$ cat src/rtl/pfs_defs.vh
// register offsets, field positions and reset values for the pin function select block
`ifndef PFS_DEFS_VH
`define PFS_DEFS_VH

// register word addresses (byte address, one aligned word each)
`define PFS_ADDR_QDEC_SEL        8'h00
`define PFS_ADDR_EXT_BUS_EN      8'h04
`define PFS_ADDR_WIDTH           8

// quadrature select fields
`define PFS_QIDX_HI              5
`define PFS_QIDX_LO              4
`define PFS_QB_HI                3
`define PFS_QB_LO                2
`define PFS_QA_HI                1
`define PFS_QA_LO                0
`define PFS_QSEL_RESET           6'h00

// external bus enable fields
`define PFS_EN_ADDR_HI           31
`define PFS_EN_ADDR_LO           16
`define PFS_EN_ADDR8             15
`define PFS_EN_ADDR0             14
`define PFS_EN_CS_HI             13
`define PFS_EN_CS_LO             7
`define PFS_EN_CTRL_HI           6
`define PFS_EN_BUS_CLK           2
`define PFS_EN_FLASH_STB         6
`define PFS_EN_READ_STB          5
`define PFS_EN_BYTE_MASK         4
`define PFS_EN_WRITE_STB         3
`define PFS_EN_WIDTH_HI          1
`define PFS_EN_WIDTH_LO          0
`define PFS_EXT_EN_RESET         32'h0000_0000

// codes of a two-bit pin variant selector
`define PFS_VAR1_CODE            2'h2
`define PFS_VAR2_CODE            2'h3

`endif

$ cat src/rtl/pfs_pin_function_select.v
// pin function select: quadrature input routing and external bus output enables
`timescale 1ns/1ns
`include "pfs_defs.vh"

// How it works
// - index selector bits 5:4, codes pick variant
// - phase B selector bits 3:2, same coding
// - phase A selector bits 1:0, same coding
// - quadrature selects survive deep standby reset
// - bits 31:16 addr 24..9, 15 addr8, 14 addr0
// - bits 13:7 chip selects, 6:0 control strobes
// - address enable 1 drives pin, 0 releases
// - enable register read/write, resets to zero
// - reads return last written value, no side effect
// - bit 2 absent on smallest variant
// - chip select enable drives active-low select
module pfs_pin_function_select #(
    parameter HAS_BUS_CLK = 1                       // 0 on the smallest product variant
) (
    input  wire        i_clk,
    input  wire        i_rst,
    input  wire        i_deep_standby_rst,          // synchronous, clears only the external bus enables; quadrature selects and other registers keep their values
    input  wire [7:0]  i_addr,
    input  wire [31:0] i_wdata,
    input  wire        i_wr,
    input  wire        i_rd,
    output reg  [31:0] o_rdata,
    // quadrature candidate pins (asynchronous)
    input  wire        i_qdec0_index_pin_v0,
    input  wire        i_qdec0_index_pin_v1,
    input  wire        i_qdec0_index_pin_v2,
    input  wire        i_qdec0_phase_b_pin_v0,
    input  wire        i_qdec0_phase_b_pin_v1,
    input  wire        i_qdec0_phase_b_pin_v2,
    input  wire        i_qdec0_phase_a_pin_v0,
    input  wire        i_qdec0_phase_a_pin_v1,
    input  wire        i_qdec0_phase_a_pin_v2,
    output reg         o_qdec0_index,
    output reg         o_qdec0_phase_b,
    output reg         o_qdec0_phase_a,
    // external bus controller signals, one per enable bit, same bit order
    input  wire [31:0] i_ext_bus_func,
    // alternate owner (gpio or other function) of the same pins
    input  wire [31:0] i_alt_out,
    input  wire [31:0] i_alt_oe,
    output reg  [31:0] o_pin_out,
    output reg  [31:0] o_pin_oe,
    output wire [31:0] o_ext_bus_enables
);

    localparam CAND_PINS = 9;                       // three inputs, three pin variants each
    localparam PIN_COUNT = 32;                      // one enable bit per external bus pin

    reg  [5:0]  qdec_sel;
    reg  [31:0] external_bus_pin_enables;
    wire        wr_qdec_sel;
    wire        wr_bus_en;
    wire [1:0]  qdec0_index_input_sel;
    wire [1:0]  qdec0_phase_b_input_sel;
    wire [1:0]  qdec0_phase_a_input_sel;
    wire [8:0]  cand_pins;
    wire [8:0]  pins_synced;
    wire [2:0]  idx_sync2;
    wire [2:0]  pb_sync2;
    wire [2:0]  pa_sync2;
    reg         next_index;
    reg         next_phase_b;
    reg         next_phase_a;
    wire [31:0] mapped_enables;
    wire [31:0] next_pin_out;
    wire [31:0] next_pin_oe;
    wire [31:0] impl_mask;
    // one named enable per external bus signal, bit 31 down to bit 0
    wire        ext_addr24_out_en;
    wire        ext_addr23_out_en;
    wire        ext_addr22_out_en;
    wire        ext_addr21_out_en;
    wire        ext_addr20_out_en;
    wire        ext_addr19_out_en;
    wire        ext_addr18_out_en;
    wire        ext_addr17_out_en;
    wire        ext_addr16_out_en;
    wire        ext_addr15_out_en;
    wire        ext_addr14_out_en;
    wire        ext_addr13_out_en;
    wire        ext_addr12_out_en;
    wire        ext_addr11_out_en;
    wire        ext_addr10_out_en;
    wire        ext_addr9_out_en;
    wire        ext_addr8_out_en;
    wire        ext_addr0_out_en;
    wire        ext_chipsel7_out_en;
    wire        ext_chipsel6_out_en;
    wire        ext_chipsel5_out_en;
    wire        ext_chipsel4_out_en;
    wire        ext_chipsel3_out_en;
    wire        ext_chipsel2_out_en;
    wire        ext_chipsel1_out_en;
    wire        ext_flash_strobe_out_en;
    wire        ext_read_strobe_out_en;
    wire        ext_byte_mask_out_en;
    wire        ext_write_strobe_out_en;
    wire        ext_bus_clock_out_en;
    wire        ext_data_width_ctrl_hi;
    wire        ext_data_width_ctrl_lo;

    // bus clock enable does not exist on the smallest variant
    assign impl_mask = (HAS_BUS_CLK != 0) ? 32'hffff_ffff
                     : ~(32'h0000_0001 << `PFS_EN_BUS_CLK);
    assign o_ext_bus_enables = external_bus_pin_enables;

    // register write decodes; an unmapped address matches neither and is dropped
    assign wr_qdec_sel = i_wr && (i_addr == `PFS_ADDR_QDEC_SEL);
    assign wr_bus_en   = i_wr && (i_addr == `PFS_ADDR_EXT_BUS_EN);

    // the three quadrature selector fields of the select register
    assign qdec0_index_input_sel   = qdec_sel[`PFS_QIDX_HI:`PFS_QIDX_LO];
    assign qdec0_phase_b_input_sel = qdec_sel[`PFS_QB_HI:`PFS_QB_LO];
    assign qdec0_phase_a_input_sel = qdec_sel[`PFS_QA_HI:`PFS_QA_LO];

    // named view of the enable bits: address 24..9 on 31..16, then 8 and 0
    assign ext_addr24_out_en       = external_bus_pin_enables[`PFS_EN_ADDR_LO + 15];
    assign ext_addr23_out_en       = external_bus_pin_enables[`PFS_EN_ADDR_LO + 14];
    assign ext_addr22_out_en       = external_bus_pin_enables[`PFS_EN_ADDR_LO + 13];
    assign ext_addr21_out_en       = external_bus_pin_enables[`PFS_EN_ADDR_LO + 12];
    assign ext_addr20_out_en       = external_bus_pin_enables[`PFS_EN_ADDR_LO + 11];
    assign ext_addr19_out_en       = external_bus_pin_enables[`PFS_EN_ADDR_LO + 10];
    assign ext_addr18_out_en       = external_bus_pin_enables[`PFS_EN_ADDR_LO + 9];
    assign ext_addr17_out_en       = external_bus_pin_enables[`PFS_EN_ADDR_LO + 8];
    assign ext_addr16_out_en       = external_bus_pin_enables[`PFS_EN_ADDR_LO + 7];
    assign ext_addr15_out_en       = external_bus_pin_enables[`PFS_EN_ADDR_LO + 6];
    assign ext_addr14_out_en       = external_bus_pin_enables[`PFS_EN_ADDR_LO + 5];
    assign ext_addr13_out_en       = external_bus_pin_enables[`PFS_EN_ADDR_LO + 4];
    assign ext_addr12_out_en       = external_bus_pin_enables[`PFS_EN_ADDR_LO + 3];
    assign ext_addr11_out_en       = external_bus_pin_enables[`PFS_EN_ADDR_LO + 2];
    assign ext_addr10_out_en       = external_bus_pin_enables[`PFS_EN_ADDR_LO + 1];
    assign ext_addr9_out_en        = external_bus_pin_enables[`PFS_EN_ADDR_LO];
    assign ext_addr8_out_en        = external_bus_pin_enables[`PFS_EN_ADDR8];
    assign ext_addr0_out_en        = external_bus_pin_enables[`PFS_EN_ADDR0];
    assign ext_chipsel7_out_en     = external_bus_pin_enables[`PFS_EN_CS_LO + 6];
    assign ext_chipsel6_out_en     = external_bus_pin_enables[`PFS_EN_CS_LO + 5];
    assign ext_chipsel5_out_en     = external_bus_pin_enables[`PFS_EN_CS_LO + 4];
    assign ext_chipsel4_out_en     = external_bus_pin_enables[`PFS_EN_CS_LO + 3];
    assign ext_chipsel3_out_en     = external_bus_pin_enables[`PFS_EN_CS_LO + 2];
    assign ext_chipsel2_out_en     = external_bus_pin_enables[`PFS_EN_CS_LO + 1];
    assign ext_chipsel1_out_en     = external_bus_pin_enables[`PFS_EN_CS_LO];
    assign ext_flash_strobe_out_en = external_bus_pin_enables[`PFS_EN_FLASH_STB];
    assign ext_read_strobe_out_en  = external_bus_pin_enables[`PFS_EN_READ_STB];
    assign ext_byte_mask_out_en    = external_bus_pin_enables[`PFS_EN_BYTE_MASK];
    assign ext_write_strobe_out_en = external_bus_pin_enables[`PFS_EN_WRITE_STB];
    assign ext_bus_clock_out_en    = external_bus_pin_enables[`PFS_EN_BUS_CLK];
    assign ext_data_width_ctrl_hi  = external_bus_pin_enables[`PFS_EN_WIDTH_HI];
    assign ext_data_width_ctrl_lo  = external_bus_pin_enables[`PFS_EN_WIDTH_LO];

    // enables back in pin order, so the bit-to-signal map is spelled out in one place
    assign mapped_enables = {
        ext_addr24_out_en,
        ext_addr23_out_en,
        ext_addr22_out_en,
        ext_addr21_out_en,
        ext_addr20_out_en,
        ext_addr19_out_en,
        ext_addr18_out_en,
        ext_addr17_out_en,
        ext_addr16_out_en,
        ext_addr15_out_en,
        ext_addr14_out_en,
        ext_addr13_out_en,
        ext_addr12_out_en,
        ext_addr11_out_en,
        ext_addr10_out_en,
        ext_addr9_out_en,
        ext_addr8_out_en,
        ext_addr0_out_en,
        ext_chipsel7_out_en,
        ext_chipsel6_out_en,
        ext_chipsel5_out_en,
        ext_chipsel4_out_en,
        ext_chipsel3_out_en,
        ext_chipsel2_out_en,
        ext_chipsel1_out_en,
        ext_flash_strobe_out_en,
        ext_read_strobe_out_en,
        ext_byte_mask_out_en,
        ext_write_strobe_out_en,
        ext_bus_clock_out_en,
        ext_data_width_ctrl_hi,
        ext_data_width_ctrl_lo
    };

    // quadrature selects: the deep standby reset is ignored here on purpose
    always @(posedge i_clk) begin
        if (i_rst) begin
            qdec_sel <= `PFS_QSEL_RESET;
        end else if (wr_qdec_sel) begin
            qdec_sel <= i_wdata[5:0];
        end
    end

    // external bus enables: every bit read/write except bit 2 when HAS_BUS_CLK is 0, all cleared by any reset
    always @(posedge i_clk) begin
        if (i_rst || i_deep_standby_rst) begin
            external_bus_pin_enables <= `PFS_EXT_EN_RESET;
        end else if (wr_bus_en) begin
            external_bus_pin_enables <= i_wdata & impl_mask;
        end
    end

    // read port: data one cycle after the strobe, unmapped reads zero, no side effect
    always @(posedge i_clk) begin
        if (i_rst) begin
            o_rdata <= 32'h0000_0000;
        end else if (i_rd) begin
            case (i_addr)
                `PFS_ADDR_QDEC_SEL:   o_rdata <= {{26{1'h0}}, qdec_sel};
                `PFS_ADDR_EXT_BUS_EN: o_rdata <= external_bus_pin_enables;
                default:              o_rdata <= 32'h0000_0000;
            endcase
        end else begin
            o_rdata <= 32'h0000_0000;
        end
    end

    // candidate pins in one vector: index v0..v2, then phase b, then phase a
    assign cand_pins = {
        i_qdec0_phase_a_pin_v2,
        i_qdec0_phase_a_pin_v1,
        i_qdec0_phase_a_pin_v0,
        i_qdec0_phase_b_pin_v2,
        i_qdec0_phase_b_pin_v1,
        i_qdec0_phase_b_pin_v0,
        i_qdec0_index_pin_v2,
        i_qdec0_index_pin_v1,
        i_qdec0_index_pin_v0
    };

    // two flip-flops per candidate pin; only the second stage feeds the selectors,
    // so a metastable first stage never reaches the counter inputs
    genvar gs;
    generate
        for (gs = 0; gs < CAND_PINS; gs = gs + 1) begin : g_pin_sync
            reg stage1;
            reg stage2;
            always @(posedge i_clk) begin
                if (i_rst) begin
                    stage1 <= 1'h0;
                    stage2 <= 1'h0;
                end else begin
                    stage1 <= cand_pins[gs];
                    stage2 <= stage1;
                end
            end
            assign pins_synced[gs] = stage2;
        end
    endgenerate

    // synchronised candidates grouped per counter input
    assign idx_sync2 = pins_synced[2:0];
    assign pb_sync2  = pins_synced[5:3];
    assign pa_sync2  = pins_synced[8:6];

    // variant choice: codes 00 and 01 both fall to variant 0
    always @* begin
        case (qdec0_index_input_sel)
            `PFS_VAR1_CODE: next_index = idx_sync2[1];
            `PFS_VAR2_CODE: next_index = idx_sync2[2];
            default:        next_index = idx_sync2[0];
        endcase
        case (qdec0_phase_b_input_sel)
            `PFS_VAR1_CODE: next_phase_b = pb_sync2[1];
            `PFS_VAR2_CODE: next_phase_b = pb_sync2[2];
            default:        next_phase_b = pb_sync2[0];
        endcase
        case (qdec0_phase_a_input_sel)
            `PFS_VAR1_CODE: next_phase_a = pa_sync2[1];
            `PFS_VAR2_CODE: next_phase_a = pa_sync2[2];
            default:        next_phase_a = pa_sync2[0];
        endcase
    end

    // per-pin ownership: an enabled bit hands the pad to the bus function,
    // a cleared bit leaves it to whichever alternate owner holds it now
    genvar gp;
    generate
        for (gp = 0; gp < PIN_COUNT; gp = gp + 1) begin : g_pin_owner
            assign next_pin_out[gp] = mapped_enables[gp] ? i_ext_bus_func[gp]
                                                         : i_alt_out[gp];
            assign next_pin_oe[gp]  = mapped_enables[gp] | i_alt_oe[gp];
        end
    endgenerate

    // registered pad outputs so an ownership change cannot glitch the pad
    always @(posedge i_clk) begin
        if (i_rst) begin
            o_pin_out <= 32'h0000_0000;
            o_pin_oe  <= 32'h0000_0000;
        end else begin
            o_pin_out <= next_pin_out;
            o_pin_oe  <= next_pin_oe;
        end
    end

    // registered counter inputs: three edges from pin to output in all
    always @(posedge i_clk) begin
        if (i_rst) begin
            o_qdec0_index   <= 1'h0;
            o_qdec0_phase_b <= 1'h0;
            o_qdec0_phase_a <= 1'h0;
        end else begin
            o_qdec0_index   <= next_index;
            o_qdec0_phase_b <= next_phase_b;
            o_qdec0_phase_a <= next_phase_a;
        end
    end

endmodule // pfs_pin_function_select

$ cat config.mk
export PLATFORM = sky130hd
export DESIGN_NAME = pfs_pin_function_select
export DESIGN_NICKNAME = d
export VERILOG_FILES = /design/src/rtl/pfs_pin_function_select.v
export VERILOG_INCLUDE_DIRS = /design/src /design/src/rtl
export SDC_FILE = /design/constraint.sdc
export NUM_CORES = 1
export LEC_CHECK = 0
export BUFFER_PORTS_ARGS = -buffer_cell sky130_fd_sc_hd__buf_2
export CORE_MARGIN = 5
export CORE_UTILIZATION = 40
export DETAILED_ROUTE_END_ITERATION = 10
export PLACE_DENSITY = 0.73
export SLEW_MARGIN = 40
export SYNTH_ARGS = -nofsm -noshare
export SYNTH_HDL_FRONTEND = slang
export SYNTH_SLANG_ARGS = --single-unit
$ cat constraint.sdc
create_clock -name i_clk -period 1.55 [get_ports i_clk]
set_clock_uncertainty 0.1 [all_clocks]
set_input_delay 0.31 -clock i_clk [delete_from_list [all_inputs] [get_ports i_clk]]
set_output_delay 0.31 -clock i_clk [all_outputs]
set_load 0.02 [all_outputs]
==> results.json, run 1 <==
{
  "dieHeight_um": 124,
  "synth.area.top_cells": "dfxtp_1 (60%), mux2i_1 (15%), nor2_1 (7.6%)",
  "design_area_um2": 7750,
  "fmax_mhz": 674,
  "die_w_um": 124,
  "wl_per_cell_um": 15.0,
  "final_cell_mix": "buf_2 (279), dfxtp_1 (153), nor2_1 (105)",
  "netlist_instances": 494,
  "track_usage_pct": 19.2,
  "arrival_ns": 1.07,
  "grt_max_degree": 60,
  "post_dp_cell_area_um2": 6800,
  "worst_slack_ns": 0.0672,
  "slowest_delay_ns": 0.44,
  "crit_chain": "buf_2",
  "syn-cell-area_um2": 5160,
  "coreArea_um2": 12600,
  "ys_warn_count": 0,
  "crit_type": "flop to primary output",
  "portBuffers": 280,
  "cts_buffer_depth": 2,
  "start_kind": "flop",
  "peakVddDrop_v": 0.000629,
  "power_per_cell_area_nw_per_um2": 1200,
  "overflow": 0,
  "ys_ff_latch": 155,
  "yosysSeqAreaShare_pct": 60.2,
  "min_period_over_period_pct": 95.7,
  "antenna_found_initial": 0,
  "first_pass_iters": 4,
  "fillCellCount": 1051,
  "worstPathMaxFanout": 5,
  "gp_congestion": 0.804,
  "cp.required_ns": 1.14,
  "fin_util_pct": 61.4,
  "relSlewSlack_pct": 61.1,
  "finalHoldViolCount": 0,
  "drtIter0Drc": 178,
  "synth_top_area_cell": "dfxtp_1",
  "synthesis.nets": 644,
  "crit_family": "flip-flops",
  "vias": 4471,
  "diodes": 0,
  "yosysUniqueCellTypes": 23,
  "dp_slack_ns": -0.0537,
  "path_buf_inv": 1,
  "dieArea_um2": 15300,
  "slew_violations": 0,
  "htreeDepth": 4,
  "clkSlewWorstSetupHoldPaths_ns": 0.06,
  "routed_wl_um": 14900,
  "cellLeakagePower_nw": 3.98,
  "ant_nets": 0,
  "cts_root_buf": "clkbuf_16",
  "status": "completed",
  "drive_gt1_share_pct": 42.4,
  "syn_to_final_growth_pct": 50.3,
  "setup_viol": 0,
  "initial_core_util_pct": 40.9,
  "via_per_inst": 4.48,
  "grt_setup_unrepaired": "no",
  "drv_cap": 0,
  "drc": 0,
  "tns_ns": 0,
  "post-route-min-period_ns": 1.48,
  "worstSetupEndpointType": "primary output",
  "regArea_um2": 3110,
  "synth_top_area_share_pct": 60.2,
  "cts_tree": "yes",
  "io_pins": 281,
  "syn_area_per_cell_um2": 10.4,
  "layout_commonest_cell": "buf_2",
  "dpl.hpwl_um": 11200,
  "fp-row-count": 41,
  "worst_pin_slew_ns": 0.584,
  "clk_latency_ns": 0.41,
  "grt_first_pass_wirelength_um": 22500,
  "grt_pass1_vias": 4679,
  "cts_made_buffers": 17,
  "finalNetCount": 964,
  "multi_input_area_um2": 1920,
  "cts.sinks": 155,
  "min_path_type": "primary input to flop",
  "slowest_stage": "dfxtp_1"
}
==> cell usage after synthesis (all sizes together) <==
cell and count:
dfxtp 155, nor2 106, mux2i 79, nand2 64, and2 26, nor2b 18, clkbuf 14, nand2b 12
buf 10, a211oi 3, nand4b 2, and3 1, and3b 1, nand4 1, nor3 1, nor4 1
==> per-layer routing <==
metal / wire length, um / vias up / track usage (%) / part of all wire, %
met5: 0 / - / 0 / 0
met4: 198 / 0 / 6.09 / 1.3
met3: 1270 / 18 / 7.18 / 8.5
met2: 7840 / 181 / 35.3 / 53
met1: 5610 / 2058 / 20.3 / 38
li1: - / 2214 / - / -
==> cell families after synthesis <==
group / after synthesis / share of synthesized area [%]
and+or+nand+nor: 233 / 21.4
muxes: 79 / 15.3
buffers and inverters: 24 / 2.64
AOI/OAI and AO/OA: 3 / 0.437
DFF: 155 / 60.2
==> repair_timing <==
item / CTS / global route
hold endpoints to repair: 31 / 0
setup endpoints to repair: 1 / 1
hold buffers: 31 / 0
gates resized for setup: 1 / 1
setup buffers: 0 / 0
==> layout make-up <==
class	instances	area share [%]
sequential	155	40.1
multi-input combinational	315	24.8
timing repair buffer	325	24.1
clock buffer	18	5.67
tap	172	2.78
clock inverter	12	2.55
==> registers in the layout, summed over array words and instances, names as in the netlist <==
name               count
g_pin_sync.stage2      9
o_ext_bus_enables     32
qdec_sel               6
o_qdec0_phase_b        1
o_rdata               32
g_pin_sync.stage1      9
o_pin_out             32
o_qdec0_index          1
o_qdec0_phase_a        1
o_pin_oe              32
==> through the flow <==
stage | power, mW | hold slack [ns] | cells
3_5_place_dp | 4.86 | 0.320 | 936
5_1_grt | 9.64 | 0.00473 | 997
4_1_cts | 9.36 | 0.00212 | 997
2_1_floorplan | 4.51 | 0.314 | 494
3_3_place_gp | 4.84 | 0.320 | 936
6_report | 9.27 | 0.0192 | 997
==> where the power goes <==
group	leakage, nW	total [mW]	switching, mW	internal [mW]
Combinational	2.40	0.709	0.368	0.342
Clock	0.308	4.44	1.57	2.87
Sequential	1.27	4.12	0.0263	4.10
Total	3.98	9.27	1.96	7.31
==> path summary, 6_finish.rpt <==
check / from / end / slack, ns / cells after the start
worst max register to register: o_ext_bus_enables[26]$_SDFFE_PP0P_ / o_pin_out[26]$_SDFF_PP0_ / 0.60 / 2
worst min register to register: g_pin_sync[4].stage1$_SDFF_PP0_ / g_pin_sync[4].stage2$_SDFF_PP0_ / 0.33 / 1
worst min-delay path: i_alt_oe[31] / o_pin_oe[31]$_SDFF_PP0_ / 0.02 / 3
worst max-delay path: o_ext_bus_enables[5]$_SDFFE_PP0P_ / o_ext_bus_enables[5] / 0.07 / 1
(Power assumes the default switching activity.)
==> run 2: changes to the inputs <==
--- a/config.mk
+++ b/config.mk
@@ -7,11 +7,14 @@
 export NUM_CORES = 1
 export LEC_CHECK = 0
 export BUFFER_PORTS_ARGS = -buffer_cell sky130_fd_sc_hd__buf_2
+export CORE_ASPECT_RATIO = 1.1
 export CORE_MARGIN = 5
 export CORE_UTILIZATION = 40
 export DETAILED_ROUTE_END_ITERATION = 10
 export PLACE_DENSITY = 0.73
+export RECOVER_POWER = 100
 export SLEW_MARGIN = 40
 export SYNTH_ARGS = -nofsm -noshare
 export SYNTH_HDL_FRONTEND = slang
 export SYNTH_SLANG_ARGS = --single-unit
+export TNS_END_PERCENT = 1
==> results.json, run 2 (synthesis gave the netlist of run 1 again) <==
{
  "status": "completed",
  "grt_first_pass_wirelength_um": 21900,
  "tns_ns": 0,
  "finalHoldViolCount": 0,
  "met3_usage_pct": 6.42,
  "p_sw_mw": 1.93,
  "crit_family": "flip-flops",
  "antenna_found_initial": 3,
  "grt_pass1_vias": 4337,
  "finalNonFillerCells": 981,
  "finalNetCount": 961,
  "slowest_stage": "dfxtp_1",
  "use_met1_pct": 19.8,
  "fin_util_pct": 59.5,
  "dp_slack_ns": -0.128,
  "final_cell_mix": "dfxtp_1 (152), buf_2 (150), nor2_1 (105)",
  "min_path_type": "primary input to flop",
  "placed_cells": 920,
  "clk_latency_ns": 0.40,
  "cellLeakagePower_nw": 3.52,
  "busiest_layer": "met2",
  "gp_congestion": 0.795,
  "cp.required_ns": 1.14,
  "ant_nets": 0,
  "grt_max_degree": 52,
  "pwr-share-seq_pct": 46.3,
  "pwr-share-clk_pct": 46.1,
  "postCtsSetupRepairBufs": 0,
  "cts_made_buffers": 17,
  "hold_slack_ns": 0.0174,
  "crit_type": "flop to primary output",
  "grt_setup_unrepaired": "no",
  "power_per_cell_area_nw_per_um2": 1180,
  "fmax_mhz": 666,
  "drv_cap": 0,
  "fp-row-count": 43,
  "cts_tree": "yes",
  "min_period_over_period_pct": 96.9,
  "cts.sinks": 155,
  "layout_commonest_cell": "dfxtp_1",
  "relSlewSlack_pct": 32.4,
  "drtIter0Drc": 148,
  "wl_per_cell_um": 14.5,
  "track_usage_pct": 18.2,
  "slew_violations": 0,
  "overflow": 0,
  "drive_gt1_share_pct": 30.1,
  "design_area_um2": 7520,
  "post-route-min-period_ns": 1.50,
  "start_kind": "flop",
  "fillCellCount": 1152,
  "crit_path_end": "o_ext_bus_enables[17]",
  "cp.depth": 1,
  "path_buf_inv": 1,
  "diodes": 0,
  "rr_worst_depth": 3,
  "power_mw": 8.91,
  "cts_root_buf": "clkbuf_16",
  "r2r-start": "o_ext_bus_enables[0]$_SDFFE_PP0P_",
  "worst_slack_ns": 0.0479,
  "comb_power_share_pct": 7.6,
  "dpl.hpwl_um": 10500,
  "worst-r2r-setup-slack_ns": 0.50,
  "dieArea_um2": 15300,
  "first_pass_iters": 4,
  "portBuffers": 280,
  "switching_share_pct": 21.6,
  "setup_viol": 0,
  "arrival_ns": 1.09,
  "worstSetupEndpointType": "primary output",
  "cts_buffer_depth": 2,
  "io_pins": 281,
  "htreeDepth": 4,
  "slowest_delay_ns": 0.47,
  "post_dp_cell_area_um2": 6810,
  "worstPathMaxFanout": 5,
  "grt_use_met2_pct": 32.0,
  "vias": 4375,
  "syn_to_final_growth_pct": 45.8,
  "coreArea_um2": 12600,
  "p_int_mw": 6.98,
  "crit_chain": "clkbuf_2",
  "clkSlewWorstSetupHoldPaths_ns": 0.06,
  "via_per_inst": 4.46,
  "dieHeight_um": 129,
  "die_w_um": 118,
  "worst_pin_slew_ns": 1.01,
  "drc": 0,
  "initial_core_util_pct": 40.8,
  "peakVddDrop_v": 0.000908,
  "routed_wl_um": 14200,
  "startpoint": "o_ext_bus_enables[17]$_SDFFE_PP0P_",
  "r2r-end": "o_rdata[0]$_SDFF_PP0_"
}
run 2: worst min-delay path by stage:
stage                                          from                               to  cells past startpoint  slack (ns)
floorplan           g_pin_sync[0].stage1$_SDFF_PP0_  g_pin_sync[0].stage2$_SDFF_PP0_                      1        0.31
global placement    g_pin_sync[8].stage1$_SDFF_PP0_  g_pin_sync[8].stage2$_SDFF_PP0_                      1        0.32
detailed placement  g_pin_sync[5].stage1$_SDFF_PP0_  g_pin_sync[5].stage2$_SDFF_PP0_                      1        0.32
CTS                                    i_alt_oe[20]          o_pin_oe[20]$_SDFF_PP0_                      3       0.001
global route                            i_alt_oe[3]           o_pin_oe[3]$_SDFF_PP0_                      3       0.008
finish                                 i_alt_oe[21]          o_pin_oe[21]$_SDFF_PP0_                      3        0.02
run 2: area by class of cell:
type	count	area, um^2	area share [%]
well taps	157	196	2.61
clock buffers	20	447	5.94
multi-input cells	315	1920	25.5
repair buffers	322	1710	22.7
flip-flops and latches	155	3110	41.3
clock inverters	12	148	1.96
run 2: power by group through the flow:
stage | clock network, mW | registers, mW | logic, mW
final | 4.10 | 4.12 | 0.679
after global routing | 4.41 | 4.13 | 0.748
after CTS | 4.20 | 4.12 | 0.714
after detailed placement | 0 | 4.21 | 0.653
after global placement | 0 | 4.20 | 0.649
after floorplan | 0 | 4.33 | 0.185
run 2: worst min-delay path, stage by stage:
cell and delay [ns]:
buf_2 0.07, nor2_1 0.03, nor2_1 0.07
run 2: what timing repair did:
action	in CTS	in global routing
endpoints found under the setup margin	0	3
gates resized for setup	0	3
hold buffers	29	0
hold endpoints to repair	29	0
run 2: per-layer routing:
metal / part of all wire, % / vias to the layer above
li1: - / 2210
met1: 39 / 1970
met2: 51 / 168
met3: 7.8 / 23
met4: 2.0 / 4
met5: 0.28 / -
==> run 3: changes to the inputs <==
--- a/config.mk
+++ b/config.mk
@@ -13,7 +13,7 @@
 export DETAILED_ROUTE_END_ITERATION = 10
 export PLACE_DENSITY = 0.73
 export RECOVER_POWER = 100
-export SLEW_MARGIN = 40
+export SLEW_MARGIN = 20
 export SYNTH_ARGS = -nofsm -noshare
 export SYNTH_HDL_FRONTEND = slang
 export SYNTH_SLANG_ARGS = --single-unit
==> constraint.sdc (replaced) <==
create_clock -name i_clk -period 1.6 [get_ports i_clk]
set_clock_uncertainty 0.1 [all_clocks]
set_input_delay 0.32 -clock i_clk [delete_from_list [all_inputs] [get_ports i_clk]]
set_output_delay 0.32 -clock i_clk [all_outputs]
set_load 0.02 [all_outputs]
==> results.json, run 3 (synthesis gave the netlist of run 1 again) <==
{
  "first_pass_iters": 6,
  "setup_viol": 0,
  "status": "completed",
  "layout_commonest_cell": "dfxtp_1",
  "path_buf_inv": 1,
  "crit_family": "flip-flops",
  "slew_violations": 0,
  "final_cell_mix": "dfxtp_1 (155), buf_2 (148), clkbuf_1 (110)",
  "pwr-share-seq_pct": 47.3,
  "htreeDepth": 4,
  "antenna_found_initial": 3,
  "initial_core_util_pct": 40.8,
  "coreArea_um2": 12600,
  "fmax_mhz": 653,
  "track_usage_pct": 18.1,
  "fp-row-count": 43,
  "finalHoldViolCount": 0,
  "startpoint": "o_ext_bus_enables[24]$_SDFFE_PP0P_",
  "ant_nets": 0,
  "slowest_stage": "dfxtp_1",
  "cts_made_buffers": 17,
  "drv_cap": 0,
  "cts_root_buf": "clkbuf_16",
  "diodes": 0,
  "min_period_over_period_pct": 95.7,
  "p_sw_mw": 1.87,
  "portBuffers": 280,
  "grt_max_degree": 55,
  "post-route-min-period_ns": 1.53,
  "vias": 4358,
  "cts_tree": "yes",
  "finalNonFillerCells": 968,
  "grt_first_pass_wirelength_um": 21900,
  "worstSetupEndpointType": "primary output",
  "peakVddDrop_v": 0.000704,
  "drive_gt1_share_pct": 29.2,
  "slowest_delay_ns": 0.47,
  "dieHeight_um": 129,
  "r2r-start": "o_ext_bus_enables[0]$_SDFFE_PP0P_",
  "crit_type": "flop to primary output",
  "p_int_mw": 6.59,
  "wl_per_cell_um": 14.5,
  "cts.sinks": 155,
  "arrival_ns": 1.11,
  "dieArea_um2": 15300,
  "drc": 0,
  "worst_pin_slew_ns": 1.05,
  "via_per_inst": 4.50,
  "worstPathMaxFanout": 5,
  "syn_to_final_growth_pct": 42.5,
  "start_kind": "flop",
  "cp.required_ns": 1.18,
  "die_w_um": 118,
  "gp_congestion": 0.790,
  "dpl.hpwl_um": 10600,
  "fin_util_pct": 58.1,
  "finalNetCount": 948,
  "comb_power_share_pct": 7.4,
  "min_from": "i_alt_oe[11]",
  "grt_setup_unrepaired": "no",
  "pwr-share-clk_pct": 45.3,
  "drtIter0Drc": 174,
  "clk_latency_ns": 0.41,
  "routed_wl_um": 14000,
  "grt_pass1_vias": 4274,
  "placed_cells": 918,
  "clkSlewWorstSetupHoldPaths_ns": 0.06,
  "overflow": 0,
  "io_pins": 281,
  "power_per_cell_area_nw_per_um2": 1150,
  "relSlewSlack_pct": 30.1,
  "cellLeakagePower_nw": 3.41,
  "crit_chain": "buf_2",
  "switching_share_pct": 22.1,
  "min_path_type": "primary input to flop",
  "cts_buffer_depth": 2
}
[run 3: cell types whose count changed in the layout (fill, tap and decap cells not counted), moves of 2 or more]
cell	delta
clkbuf_1	+6
clkinv_4	-2
clkinvlp_4	+3
buf_2	-2
clkinv_2	-3
dfxtp_1	+3
dfxtp_2	-3
clkbuf_2	-3
dlygate4sd3_1	-11
[run 3: power by group through the flow]
stage / clock network, mW / logic, mW / registers (mW)
floorplan: 0 / 0.180 / 4.19
global placement: 0 / 0.621 / 4.07
detailed placement: 0 / 0.627 / 4.08
CTS: 3.93 / 0.664 / 3.99
global route: 4.13 / 0.697 / 4.00
finish: 3.83 / 0.629 / 3.99
[run 3: cell type report]
type | instances | area (um^2)
timing repair buffer | 309 | 1570
clock inverter | 10 | 116
sequential | 155 | 3100
multi-input combinational | 315 | 1920
fill | 1156 | 5290
tap | 157 | 196
clock buffer | 22 | 454
[run 3: final timing paths]
check	to	cells past startpoint	slack [ns]
worst max-delay path	o_ext_bus_enables[24]	1	0.07
worst max register to register	o_rdata[0]$_SDFF_PP0_	3	0.55
worst min-delay path	o_pin_oe[11]$_SDFF_PP0_	3	0.02
worst min register to register	g_pin_sync[6].stage2$_SDFF_PP0_	1	0.33
[run 3: worst reg2reg max path, delay by kind of cell, from the launching register on]
| kind | cells | cell delay, ns |
|---|---|---|
| DFF | 1 | 0.41 |
| buffers and inverters | 1 | 0.26 |
| muxes | 1 | 0.12 |
| and+or+nand+nor | 1 | 0.10 |
[run 3: layer usage]
| layer | global-route usage (%) | vias to the layer above | share of wire (%) |
|---|---|---|---|
| met3 | 6.55 | 26 | 7.9 |
| met5 | 0 | - | 0.24 |
| met1 | 20.1 | 1968 | 39 |
| met2 | 31.5 | 170 | 51 |
| met4 | 7.62 | 4 | 2.0 |
| li1 | - | 2190 | - |
[run 3: through the flow]
step	TNS (ns)	power [mW]	hold WS (ns)	worst slack, ns	instance area [um^2]
CTS	0	8.58	0.000611	0.0582	7540
floorplan	0	4.37	0.314	0.130	5160
finish	0	8.45	0.0216	0.0685	7350
global placement	-0.461	4.69	0.318	-0.0775	6790
detailed placement	-2.78	4.70	0.322	-0.138	6790
global route	0	8.83	0.0117	0.00664	7350
[run 3: what timing repair did]
action	in CTS	in global routing
setup buffers	0	0
hold endpoints to repair	18	0
gates resized for setup	0	0
hold buffers	18	0
endpoints found under the setup margin	0	0
